### config.mk
export PLATFORM = sky130hd
export DESIGN_NAME = cmt_regs
export DESIGN_NICKNAME = d
export VERILOG_FILES = /design/src/rtl/cmt_mask_bit.v /design/src/rtl/cmt_regs.v
export VERILOG_INCLUDE_DIRS = /design/src /design/src/inc
export SDC_FILE = /design/constraint.sdc
export NUM_CORES = 1
export LEC_CHECK = 0
export BUFFER_PORTS_ARGS = -buffer_cell sky130_fd_sc_hd__buf_2
export CAP_MARGIN = 0
export CORE_MARGIN = 5
export CORE_UTILIZATION = 55
export CTS_CLUSTER_DIAMETER = 40
export DETAILED_ROUTE_END_ITERATION = 10
export PLACE_DENSITY = 0.8
export SYNTH_ARGS = -nofsm -noshare
export SYNTH_HDL_FRONTEND = slang
export SYNTH_SLANG_ARGS = --single-unit
export TNS_END_PERCENT = 5
### constraint.sdc
create_clock -name ref_clk -period 5.7 [get_ports ref_clk]
set_clock_uncertainty 0.05 [all_clocks]
set_input_delay 0.855 -clock ref_clk [delete_from_list [all_inputs] [get_ports ref_clk]]
set_output_delay 0.855 -clock ref_clk [all_outputs]
set_load 0.05 [all_outputs]
### src/inc/cmt_consts.vh
// Register offsets, field positions and reset values of the CAN mask/timer register block
`ifndef CMT_CONSTS_VH
`define CMT_CONSTS_VH
// ----------------------------------------
// Register offsets (SFR addresses)
// ----------------------------------------
`define CMT_OFS_PRESCALE 8'ha1
`define CMT_OFS_MBOX_DATA 8'ha3
`define CMT_OFS_TTC_LOW 8'ha4
`define CMT_OFS_TTC_HIGH 8'ha5
`define CMT_OFS_MTIM_LOW 8'hac
`define CMT_OFS_MTIM_HIGH 8'had
`define CMT_OFS_STAMP_LOW 8'hae
`define CMT_OFS_STAMP_HIGH 8'haf
`define CMT_OFS_MASK2 8'hc5
`define CMT_OFS_MASK3 8'hc6
`define CMT_OFS_MASK4 8'hc7
// ----------------------------------------
// Field positions of the last mask byte
// ----------------------------------------
`define CMT_M4_ID_HI 7
`define CMT_M4_ID_LO 3
`define CMT_M4_RTR 2
`define CMT_M4_RSVD 1
`define CMT_M4_IDE 0
// ----------------------------------------
// Reset values
// ----------------------------------------
`define CMT_RST_PRESCALE 8'h00
`define CMT_RST_MTIM 16'h0000
`define CMT_RST_PTR 3'h0
`endif

### src/rtl/cmt_mask_bit.v
// One acceptance mask comparison slice
`timescale 1ns/1ps
module cmt_mask_bit #(
	parameter W = 1
) (
	input wire [W-1:0] mask,
	input wire [W-1:0] rx_bit,
	input wire [W-1:0] tag_bit,
	output wire [W-1:0] hit
);
	// Zero forces a match, one compares received against tag
	assign hit = ~mask | ~(rx_bit ^ tag_bit);
endmodule // cmt_mask_bit

### src/rtl/cmt_regs.v
// CAN mask, mailbox window and timer special function registers
`timescale 1ns/1ps
`include "cmt_consts.vh"
module cmt_regs #(
	parameter MBOX_BYTES = 8,
	parameter PTR_W = 3
) (
	input wire ref_clk,
	input wire rstn,
	input wire [7:0] sfr_addr,
	input wire sfr_wr,
	input wire sfr_rd,
	input wire [7:0] sfr_wdata,
	output reg [7:0] sfr_rdata,
	input wire auto_inc_en,
	input wire ptr_load,
	input wire [PTR_W-1:0] ptr_load_val,
	input wire [15:0] stamp_value,
	input wire stamp_capture,
	input wire [15:0] ttc_timer_value,
	input wire msg_timer_tick,
	input wire rx_filter_active,
	input wire [28:0] rx_id,
	input wire rx_rtr,
	input wire rx_ide,
	input wire [28:0] tag_id,
	input wire tag_rtr,
	input wire tag_ide,
	output reg rx_accept,
	output reg [7:0] timer_prescale_q,
	output reg prescale_tick_q,
	output reg [15:0] message_timer_value_q
);
	// ----------------------------------------
	// Storage
	// ----------------------------------------
	reg [7:0] mask2_q;
	reg [7:0] mask3_q;
	reg [7:0] mask4_q;
	reg [15:0] stamp_q;
	reg [7:0] mbox_mem [0:MBOX_BYTES-1];
	reg [PTR_W-1:0] mbox_ptr_q;
	reg [7:0] presc_cnt_q;
	wire [20:0] identifier_mask_bits;
	wire remote_request_mask_bit;
	wire extension_flag_mask_bit;
	wire [30:0] hit;
	wire mbox_acc;
	// id bits 20..13, 12..5, 4..0 across the three bytes
	assign identifier_mask_bits = {mask2_q, mask3_q, mask4_q[`CMT_M4_ID_HI:`CMT_M4_ID_LO]};
	assign remote_request_mask_bit = mask4_q[`CMT_M4_RTR];
	assign extension_flag_mask_bit = mask4_q[`CMT_M4_IDE];
	assign mbox_acc = (sfr_addr == `CMT_OFS_MBOX_DATA) && (sfr_wr || sfr_rd);
	// ----------------------------------------
	// Write decode
	// ----------------------------------------
	// Read-only and unmapped addresses decode to nothing, so writes there fall away
	wire wr_presc;
	wire wr_mtim_lo;
	wire wr_mtim_hi;
	wire wr_mask2;
	wire wr_mask3;
	wire wr_mask4;
	wire wr_mbox;
	wire filter_hit;
	assign wr_presc = sfr_wr && (sfr_addr == `CMT_OFS_PRESCALE);
	assign wr_mtim_lo = sfr_wr && (sfr_addr == `CMT_OFS_MTIM_LOW);
	assign wr_mtim_hi = sfr_wr && (sfr_addr == `CMT_OFS_MTIM_HIGH);
	assign wr_mask2 = sfr_wr && (sfr_addr == `CMT_OFS_MASK2);
	assign wr_mask3 = sfr_wr && (sfr_addr == `CMT_OFS_MASK3);
	assign wr_mask4 = sfr_wr && (sfr_addr == `CMT_OFS_MASK4);
	assign wr_mbox = sfr_wr && (sfr_addr == `CMT_OFS_MBOX_DATA);
	assign filter_hit = &hit;
	// ----------------------------------------
	// Acceptance comparison
	// ----------------------------------------
	// Upper id bits 28..21 are masked by a byte outside this block; compared always here
	cmt_mask_bit #(.W(31)) u_cmp (
		.mask({8'hff, identifier_mask_bits, remote_request_mask_bit, extension_flag_mask_bit}),
		.rx_bit({rx_id, rx_rtr, rx_ide}),
		.tag_bit({tag_id, tag_rtr, tag_ide}),
		.hit(hit)
	);
	// Filter result only qualified on reception; transmit path never sees it
	always @(posedge ref_clk or negedge rstn) begin
		if (!rstn) begin
			rx_accept <= 1'b0;
		end else begin
			rx_accept <= rx_filter_active & filter_hit;
		end
	end
	// ----------------------------------------
	// Unreset storage: mask, stamp, mailbox
	// ----------------------------------------
	// No reset on purpose: contents undefined until written
	always @(posedge ref_clk) begin
		if (wr_mask2) begin
			mask2_q <= sfr_wdata;
		end
		if (wr_mask3) begin
			mask3_q <= sfr_wdata;
		end
		if (wr_mask4) begin
			mask4_q <= sfr_wdata;
		end
		// Stamp follows its source only on a capture pulse
		if (stamp_capture) begin
			stamp_q <= stamp_value;
		end
		if (wr_mbox) begin
			mbox_mem[mbox_ptr_q] <= sfr_wdata;
		end
	end
	// ----------------------------------------
	// Mailbox pointer
	// ----------------------------------------
	// Pointer width sets the loop length, so wrap is natural overflow
	reg [PTR_W-1:0] mbox_ptr_d;
	// A page load wins over the step of an access in the same cycle
	always @* begin
		mbox_ptr_d = mbox_ptr_q;
		if (ptr_load) begin
			mbox_ptr_d = ptr_load_val;
		end else if (mbox_acc && auto_inc_en) begin
			mbox_ptr_d = mbox_ptr_q + {{(PTR_W-1){1'b0}}, 1'b1};
		end
	end
	always @(posedge ref_clk or negedge rstn) begin
		if (!rstn) begin
			mbox_ptr_q <= `CMT_RST_PTR;
		end else begin
			mbox_ptr_q <= mbox_ptr_d;
		end
	end
	// ----------------------------------------
	// Prescaler and message timer
	// ----------------------------------------
	reg [7:0] presc_cnt_d;
	reg prescale_tick_d;
	reg [15:0] message_timer_value_d;
	// Divide base tick by prescale + 1; a count already at or past a lowered prescale ends on the next base tick
	always @* begin
		presc_cnt_d = presc_cnt_q;
		prescale_tick_d = 1'b0;
		if (msg_timer_tick) begin
			if (presc_cnt_q >= timer_prescale_q) begin
				presc_cnt_d = 8'h00;
				prescale_tick_d = 1'b1;
			end else begin
				presc_cnt_d = presc_cnt_q + 8'h01;
			end
		end
	end
	// Software write wins over a count in the same cycle; there is no byte latch,
	// so software reading a running timer must allow for a carry between bytes
	always @* begin
		message_timer_value_d = message_timer_value_q;
		if (wr_mtim_lo) begin
			message_timer_value_d[7:0] = sfr_wdata;
		end else if (wr_mtim_hi) begin
			message_timer_value_d[15:8] = sfr_wdata;
		end else if (prescale_tick_q) begin
			message_timer_value_d = message_timer_value_q + 16'h0001;
		end
	end
	always @(posedge ref_clk or negedge rstn) begin
		if (!rstn) begin
			timer_prescale_q <= `CMT_RST_PRESCALE;
			presc_cnt_q <= 8'h00;
			prescale_tick_q <= 1'b0;
			message_timer_value_q <= `CMT_RST_MTIM;
		end else begin
			if (wr_presc) begin
				timer_prescale_q <= sfr_wdata;
			end
			presc_cnt_q <= presc_cnt_d;
			prescale_tick_q <= prescale_tick_d;
			message_timer_value_q <= message_timer_value_d;
		end
	end
	// ----------------------------------------
	// Read mux
	// ----------------------------------------
	reg [7:0] rdata_d;
	always @* begin
		rdata_d = 8'h00;
		case (sfr_addr)
			`CMT_OFS_PRESCALE: rdata_d = timer_prescale_q;
			`CMT_OFS_MBOX_DATA: rdata_d = mbox_mem[mbox_ptr_q];
			`CMT_OFS_TTC_LOW: rdata_d = ttc_timer_value[7:0];
			`CMT_OFS_TTC_HIGH: rdata_d = ttc_timer_value[15:8];
			`CMT_OFS_MTIM_LOW: rdata_d = message_timer_value_q[7:0];
			`CMT_OFS_MTIM_HIGH: rdata_d = message_timer_value_q[15:8];
			`CMT_OFS_STAMP_LOW: rdata_d = stamp_q[7:0];
			`CMT_OFS_STAMP_HIGH: rdata_d = stamp_q[15:8];
			`CMT_OFS_MASK2: rdata_d = mask2_q;
			`CMT_OFS_MASK3: rdata_d = mask3_q;
			// Reserved bit reads back whatever was stored: undefined to software
			`CMT_OFS_MASK4: rdata_d = mask4_q;
			default: rdata_d = 8'h00;
		endcase
	end
	// Data holds until the next read, so a late sampler still sees it
	always @(posedge ref_clk or negedge rstn) begin
		if (!rstn) begin
			sfr_rdata <= 8'h00;
		end else if (sfr_rd) begin
			sfr_rdata <= rdata_d;
		end
	end
endmodule // cmt_regs

==> results_dict.tcl, run 1 <==
set metrics [dict create \
    placement.io_buffers 155 \
    grt_antenna_before_repair 0 \
    antenna_cells 0 \
    hold_path_class "reg -> reg" \
    floorplan.io_pins 156 \
    switching_share_pct 29.80 \
    worst-slew-pin-transition_ps 1103 \
    nNetsFinal 843 \
    place.detailed.hpwl_um 14600 \
    globalplace.congestion 0.9361 \
    startpoint_type "input pin" \
    setup.worst_path.end_class "register" \
    finalCoreUtilization_pct 66.70 \
    timing.critical_path.from "sfr_addr[1]" \
    synthTopCellsByArea "edfxtp_1 (43%), dfrtp_1 (15%), mux4_2 (5.5%), xor2_1 (3.8%), nor2_1 (2.9%)" \
    timing.slew.headroom_pct 25.88 \
    clockBufferDepth 2 \
    finalMaxSlewViolations 0 \
    worst_setup_path_endpoint "mbox_mem[1][7]" \
    dr.first_iter.drc_count 708 \
    met1_usage_pct 32.98 \
    cts.reportedPaths.clkPinSlew_ps 60 \
    synth-main-ff-cell "edfxtp_1" \
    critical_path_arrival_ps 2930 \
    netSwitchingPower_uw 868.3 \
    synthCells 562 \
    postRouteAntennaNets 0 \
    area_enclosed_by_the_die_boundary_sq_mm 0.01571 \
    synth_top_area_share_pct 42.68 \
    rr_endpoint "sfr_rdata[4]" \
    grt-ovfl-total 0 \
    power.density_mw_per_mm2 332.5 \
    cts_htree_levels 4 \
    grt_pass1_wl_um 31230 \
    power_frac_seq_pct 44.5 \
    vias 5635 \
    intPower_mw 2.045 \
    count_of_cells_resized_by_post_cts_repair 0 \
    min_period_ps 2943 \
    postCtsHoldBufs 0 \
    synth_fp_nets 695 \
    worstSkewPairLatency_ps 420 \
    core_region_area_sq_mm 0.01314 \
    met2_usage_pct 41.95 \
    setup.reg_to_reg.worst_slack_ps 3390 \
    power_mw 2.914 \
    power.combinational.fraction_pct 17.1 \
    grt_pass1_vias 5637 \
    post_cts_buffers 0 \
    finish.instance_area_sq_mm 0.008762 \
    drt-wirelength-per-cell_um 22.71 \
    postSynthRegisterBits 149 \
    grtUsageTotal_pct 25.77 \
    ys_warn_count 0 \
    post_route_cells_drive_above_1_share_pct 32.23 \
    start_util_pct 55.70 \
    grt_max_degree 46 \
    timing.critical_path.slowest_cell_delay_ps 890 \
    path_cells "buf_2, and4bb_1, and2_1, nand3_1, nor3_1" \
    synth_top_area_cell "edfxtp_1" \
    critical_path.max_fanout 29 \
    critical_path.slowest_cell "nor3_1" \
    synth.lib_cells_used.distinct 58 \
    wirelength_um 20410 \
    postPlaceCellArea_sq_mm 0.008168 \
    num_rows 42 \
    cts_buffers 17 \
    finalCritPeriodShare_pct 51.63 \
    timing.fmax_mhz 339.8 \
    timing.reg2reg.worst_path_depth 3 \
    pwr-share-clk_pct 38.4 \
    number_of_flops_mapped_to_enable_cells_by_yosys 104 \
    critical_path_class "in -> reg" \
    finalSetupViolations 0 \
    area_overhead_vs_synth_pct 19.75 \
    mappedNetlistArea_sq_mm 0.007317 \
    maxCapViolCount 0 \
    setup-tns-final_ps 0 \
    globalRouteMet3Util_pct 7.761 \
    leakage_power_total_nw 3.474 \
    hold_viol 0 \
    cts_sinks 149 \
    synth_seq_area_share_pct 58.07 \
    synth_async_sr_flop_share_pct 30.20 \
    busiest_layer "met2" \
    drtPass1Iterations 5 \
    tritoncts "done" \
    cts_root_buffer "clkbuf_16" \
    rsz_0062_raised_after_global_routing "no" \
    critical_path.reg2reg.startpoint "mbox_ptr_q[2]" \
    via_per_inst 6.268 \
    maximum_vdd_drop_v 0.0002222 \
    drc 0 \
    mean_instance_size_in_the_synthesized_netlist_sq_um 13.02 \
    required_time_worst_endpoint_ps 5690 \
    fp.dieW_um 125.3 \
    status "finished clean" \
    die_y_um 125.3 \
]
## critical path, delay by kind of cell
kind | cells | cell delay [ps]
buf+inv | 1 | 490
simple gates | 4 | 1570
## kinds of logic after synthesis
| logic type | share of synthesized area [%] |
|---|---|
| flops | 58.07 |
| mux | 8.926 |
| compound gates | 11.56 |
| xor+xnor | 5.147 |
| simple gates | 11.71 |
| fa+ha+maj | 1.881 |
| buf+inv | 2.702 |
## flip-flops by register name, summed over array words and instances (netlist names)
name                   cells
rx_accept                  1
message_timer_value_q     16
mbox_mem                  64
mask4_q                    8
mask3_q                    8
presc_cnt_q                8
prescale_tick_q            1
timer_prescale_q           8
stamp_q                   16
sfr_rdata                  8
mask2_q                    8
mbox_ptr_q                 3
## cell usage in the layout (no fill, tap or decap), types with 4 or more instances in the layout
cell,instances
nand2_1,25
ha_1,11
o21ai_0,9
nor2_1,56
clkbuf_16,17
a211oi_1,4
mux2_2,14
a41oi_1,5
mux4_2,18
xnor2_1,11
inv_6,4
buf_2,155
a22oi_1,20
nor4_1,5
nand4_1,5
mux2i_1,9
inv_1,12
a31oi_1,4
dfrtp_1,45
a221oi_1,7
a22o_1,7
xor2_1,32
o22a_1,9
nand3_1,18
and3_1,11
a21oi_1,29
nor3_1,10
nand2b_1,4
a311oi_1,4
edfxtp_1,104
nand3b_1,7
and2_1,5
## synthesized netlist by cell type, drive strengths merged (4+ instances only)
| cell type | instances |
|---|---|
| a22o | 7 |
| a21oi | 30 |
| nand3 | 19 |
| and3 | 11 |
| nand2b | 4 |
| a31oi | 4 |
| inv | 12 |
| a41oi | 5 |
| a22oi | 20 |
| mux2i | 9 |
| nor4 | 5 |
| nand4 | 6 |
| a311oi | 4 |
| a221oi | 8 |
| dfrtp | 45 |
| a211oi | 4 |
| nor3 | 12 |
| xor2 | 32 |
| nand3b | 7 |
| o21ai | 10 |
| and2 | 7 |
| mux2 | 14 |
| o22a | 9 |
| mux4 | 18 |
| edfxtp | 104 |
| nor2 | 57 |
| nand2 | 25 |
| clkbuf | 9 |
| buf | 18 |
| xnor2 | 11 |
| ha | 11 |
## stage by stage
step	setup WS [ps]	hold slack, ps	std cells
after CTS	2811	504.9	899
after detailed placement	2374	489.5	867
after global placement	2547	475.8	867
after global routing	2496	533.8	899
final	2757	515.9	899
after floorplan	3086	458.5	562
## layout make-up
type,instances,area (sq um)
well taps,176,220.2
inverters,12,45.04
clock inverters,15,168.9
fillers,969,4375
clock buffers,17,425.4
flip-flops and latches,149,4249
repair buffers,156,783.3
multi-input cells,374,2870
## power by group through the flow
stage,combinational (mW),sequential [mW],clock (mW)
floorplan,0.223,1.41,0
finish,0.498,1.30,1.12
detailed placement,0.494,1.31,0
global placement,0.477,1.31,0
global route,0.539,1.30,1.18
CTS,0.499,1.29,1.12
## worst min-delay path by stage
stage                    startpoint        endpoint  slack, ps  depth (start not counted)
floorplan            presc_cnt_q[7]  presc_cnt_q[7]        460                          2
global placement     presc_cnt_q[7]  presc_cnt_q[7]        480                          2
detailed placement     sfr_rdata[2]    sfr_rdata[2]        490                          2
CTS                    sfr_rdata[2]    sfr_rdata[2]        500                          2
global route        stamp_value[14]     stamp_q[14]        530                          1
finish                 sfr_rdata[5]    sfr_rdata[5]        520                          2
## metal layers
| metal | vias to the layer above | wire [um] |
|---|---|---|
| met4 | 0 | 625 |
| met2 | 384 | 9910 |
| met1 | 2727 | 7626 |
| li1 | 2465 | - |
| met3 | 59 | 2251 |
| met5 | - | 0 |
No activity file was read; power rests on OpenSTA's default activity.
==> run 2, diff against run 1 <==
==> constraint.sdc (replaced) <==
create_clock -name ref_clk -period 2.85 [get_ports ref_clk]
set_clock_uncertainty 0.05 [all_clocks]
set_input_delay 0.4275 -clock ref_clk [delete_from_list [all_inputs] [get_ports ref_clk]]
set_output_delay 0.4275 -clock ref_clk [all_outputs]
set_load 0.05 [all_outputs]
==> run 2 against run 1 <==
Compared with the run above:
- sequential share of layout area decreased by 0.94 points
- register-to-register slack got worse by 2900 ps
- global-route usage grew 1.3 points
- cell count up 1.2%
- via count increased by 1.3%
- critical endpoint is now sfr_rdata[6]
- clock power increased by 130%
- count of clock-buffer cells in the layout is 1 higher
- worst setup slack got worse by 2300 ps
==> results_dict.tcl, run 2 (synthesis results as in run 1) <==
set metrics [dict create \
    status "finished clean" \
    postCtsHoldBufs 0 \
    timing.slew.headroom_pct 25.32 \
    worst-slew-pin-transition_ps 1120 \
    place.detailed.hpwl_um 14950 \
    required_time_worst_endpoint_ps 3100 \
    grt_pass1_vias 5722 \
    cts_htree_levels 4 \
    count_of_cells_resized_by_post_cts_repair 0 \
    drt-wirelength-per-cell_um 23.29 \
    timing.fmax_mhz 417.3 \
    cts_root_buffer "clkbuf_16" \
    power_mw 6.193 \
    fin_hold_ws_ps 126.9 \
    postRouteAntennaNets 0 \
    drc 0 \
    cts.reportedPaths.clkPinSlew_ps 60 \
    crit_path_buf_inv_count 1 \
    worstSkewPairLatency_ps 420 \
    finalCoreUtilization_pct 68.02 \
    grtUsageTotal_pct 27.10 \
    globalplace.congestion 0.9196 \
    setup.worst_path.end_class "register" \
    finalSetupViolations 0 \
    nFillCells 916 \
    critical-path-top-delay-family "flip-flops" \
    nNetsFinal 854 \
    hold_viol 0 \
    startpoint_type "register" \
    area_overhead_vs_synth_pct 22.13 \
    floorplan.io_pins 156 \
    grt_antenna_before_repair 0 \
    core_region_area_sq_mm 0.01314 \
    rsz_0062_raised_after_global_routing "no" \
    leakage_power_total_nw 3.573 \
    dr.first_iter.drc_count 836 \
    placement.io_buffers 155 \
    cts_buffers 17 \
    layout.cells.most_common "buf_2" \
    fp.dieW_um 125.3 \
    critical_path.slowest_cell "dfrtp_1" \
    largest_reg_flops 64 \
    grt_pass1_wl_um 32360 \
    critical_path_arrival_ps 2650 \
    post_cts_buffers 0 \
    critical_path_class "reg -> reg" \
    largest_register "mbox_mem" \
    maxCapViolCount 0 \
    area_enclosed_by_the_die_boundary_sq_mm 0.01571 \
    post_route_cells_drive_above_1_share_pct 32.83 \
    finish.instance_area_sq_mm 0.008936 \
    critical_path.max_fanout 15 \
    vias 5709 \
    hold_path_class "in -> reg" \
    maximum_vdd_drop_v 0.0005496 \
    grt_max_degree 46 \
    die_y_um 125.3 \
    grt-ovfl-total 0 \
    power.density_mw_per_mm2 693.0 \
    num_rows 42 \
    antenna_cells 0 \
    setup-tns-final_ps 0 \
    final.setup.worst_slack_ps 453.4 \
    cts_sinks 149 \
    wirelength_um 21200 \
    finalMaxSlewViolations 0 \
    regs_by_ff_count "mbox_mem: 64 flops, message_timer_value_q: 16 flops, stamp_q: 16 flops" \
    min_period_ps 2397 \
    finalCritPeriodShare_pct 84.09 \
    placed_cells 878 \
    tritoncts "done" \
    path_cells "buf_4, mux4_2, a22oi_1, and3_1, a221oi_2" \
    start_util_pct 55.70 \
    postPlaceCellArea_sq_mm 0.008250 \
    drtPass1Iterations 6 \
    pre_cts_ws_ps 441.1 \
    clockBufferDepth 2 \
    timing.critical_path.slowest_cell_delay_ps 910 \
    via_per_inst 6.274 \
    layout_common_cells "buf_2 (155), edfxtp_1 (104), nor2_1 (56)" \
    instances_no_fill 910 \
]
run 2: where the power goes:
group / internal, mW / switching, mW / total (mW)
Combinational: 0.351 / 0.638 / 0.989
Sequential: 2.43 / 0.164 / 2.59
Clock: 1.73 / 0.883 / 2.61
run 2: metal layers:
layer | share of wire, % | global-route usage [%] | wire length (um) | up-vias
met1 | 38 | 35.11 | 8033 | 2774
met4 | 2.7 | 9.694 | 565 | 0
li1 | - | - | - | 2492
met3 | 11 | 8.785 | 2311 | 48
met2 | 49 | 43.25 | 10290 | 395
met5 | 0 | 0 | 0 | -
run 2: cell type report:
type	instances	area (sq um)	area share, %
Inverter	12	45.04	0.5041
Tap cell	176	220.2	2.464
Clock buffer	18	429.2	4.803
Timing Repair Buffer	167	865.8	9.689
Sequential cell	149	4249	47.55
Multi-Input combinational cell	374	2870	32.12
Clock inverter	14	256.5	2.870
run 2: path summary, 6_finish.rpt:
path                       cells after the start            start  slack (ps)                       end
max in group asynchronous                      1             rstn        1890              sfr_rdata[2]
hold reg to reg                                2   presc_cnt_q[7]         500            presc_cnt_q[7]
min in group asynchronous                      1             rstn         170  message_timer_value_q[0]
setup / recovery                               5    mbox_ptr_q[0]         450              sfr_rdata[6]
setup reg to reg                               5    mbox_ptr_q[0]         450              sfr_rdata[6]
hold / removal                                 1  stamp_value[11]         130               stamp_q[11]
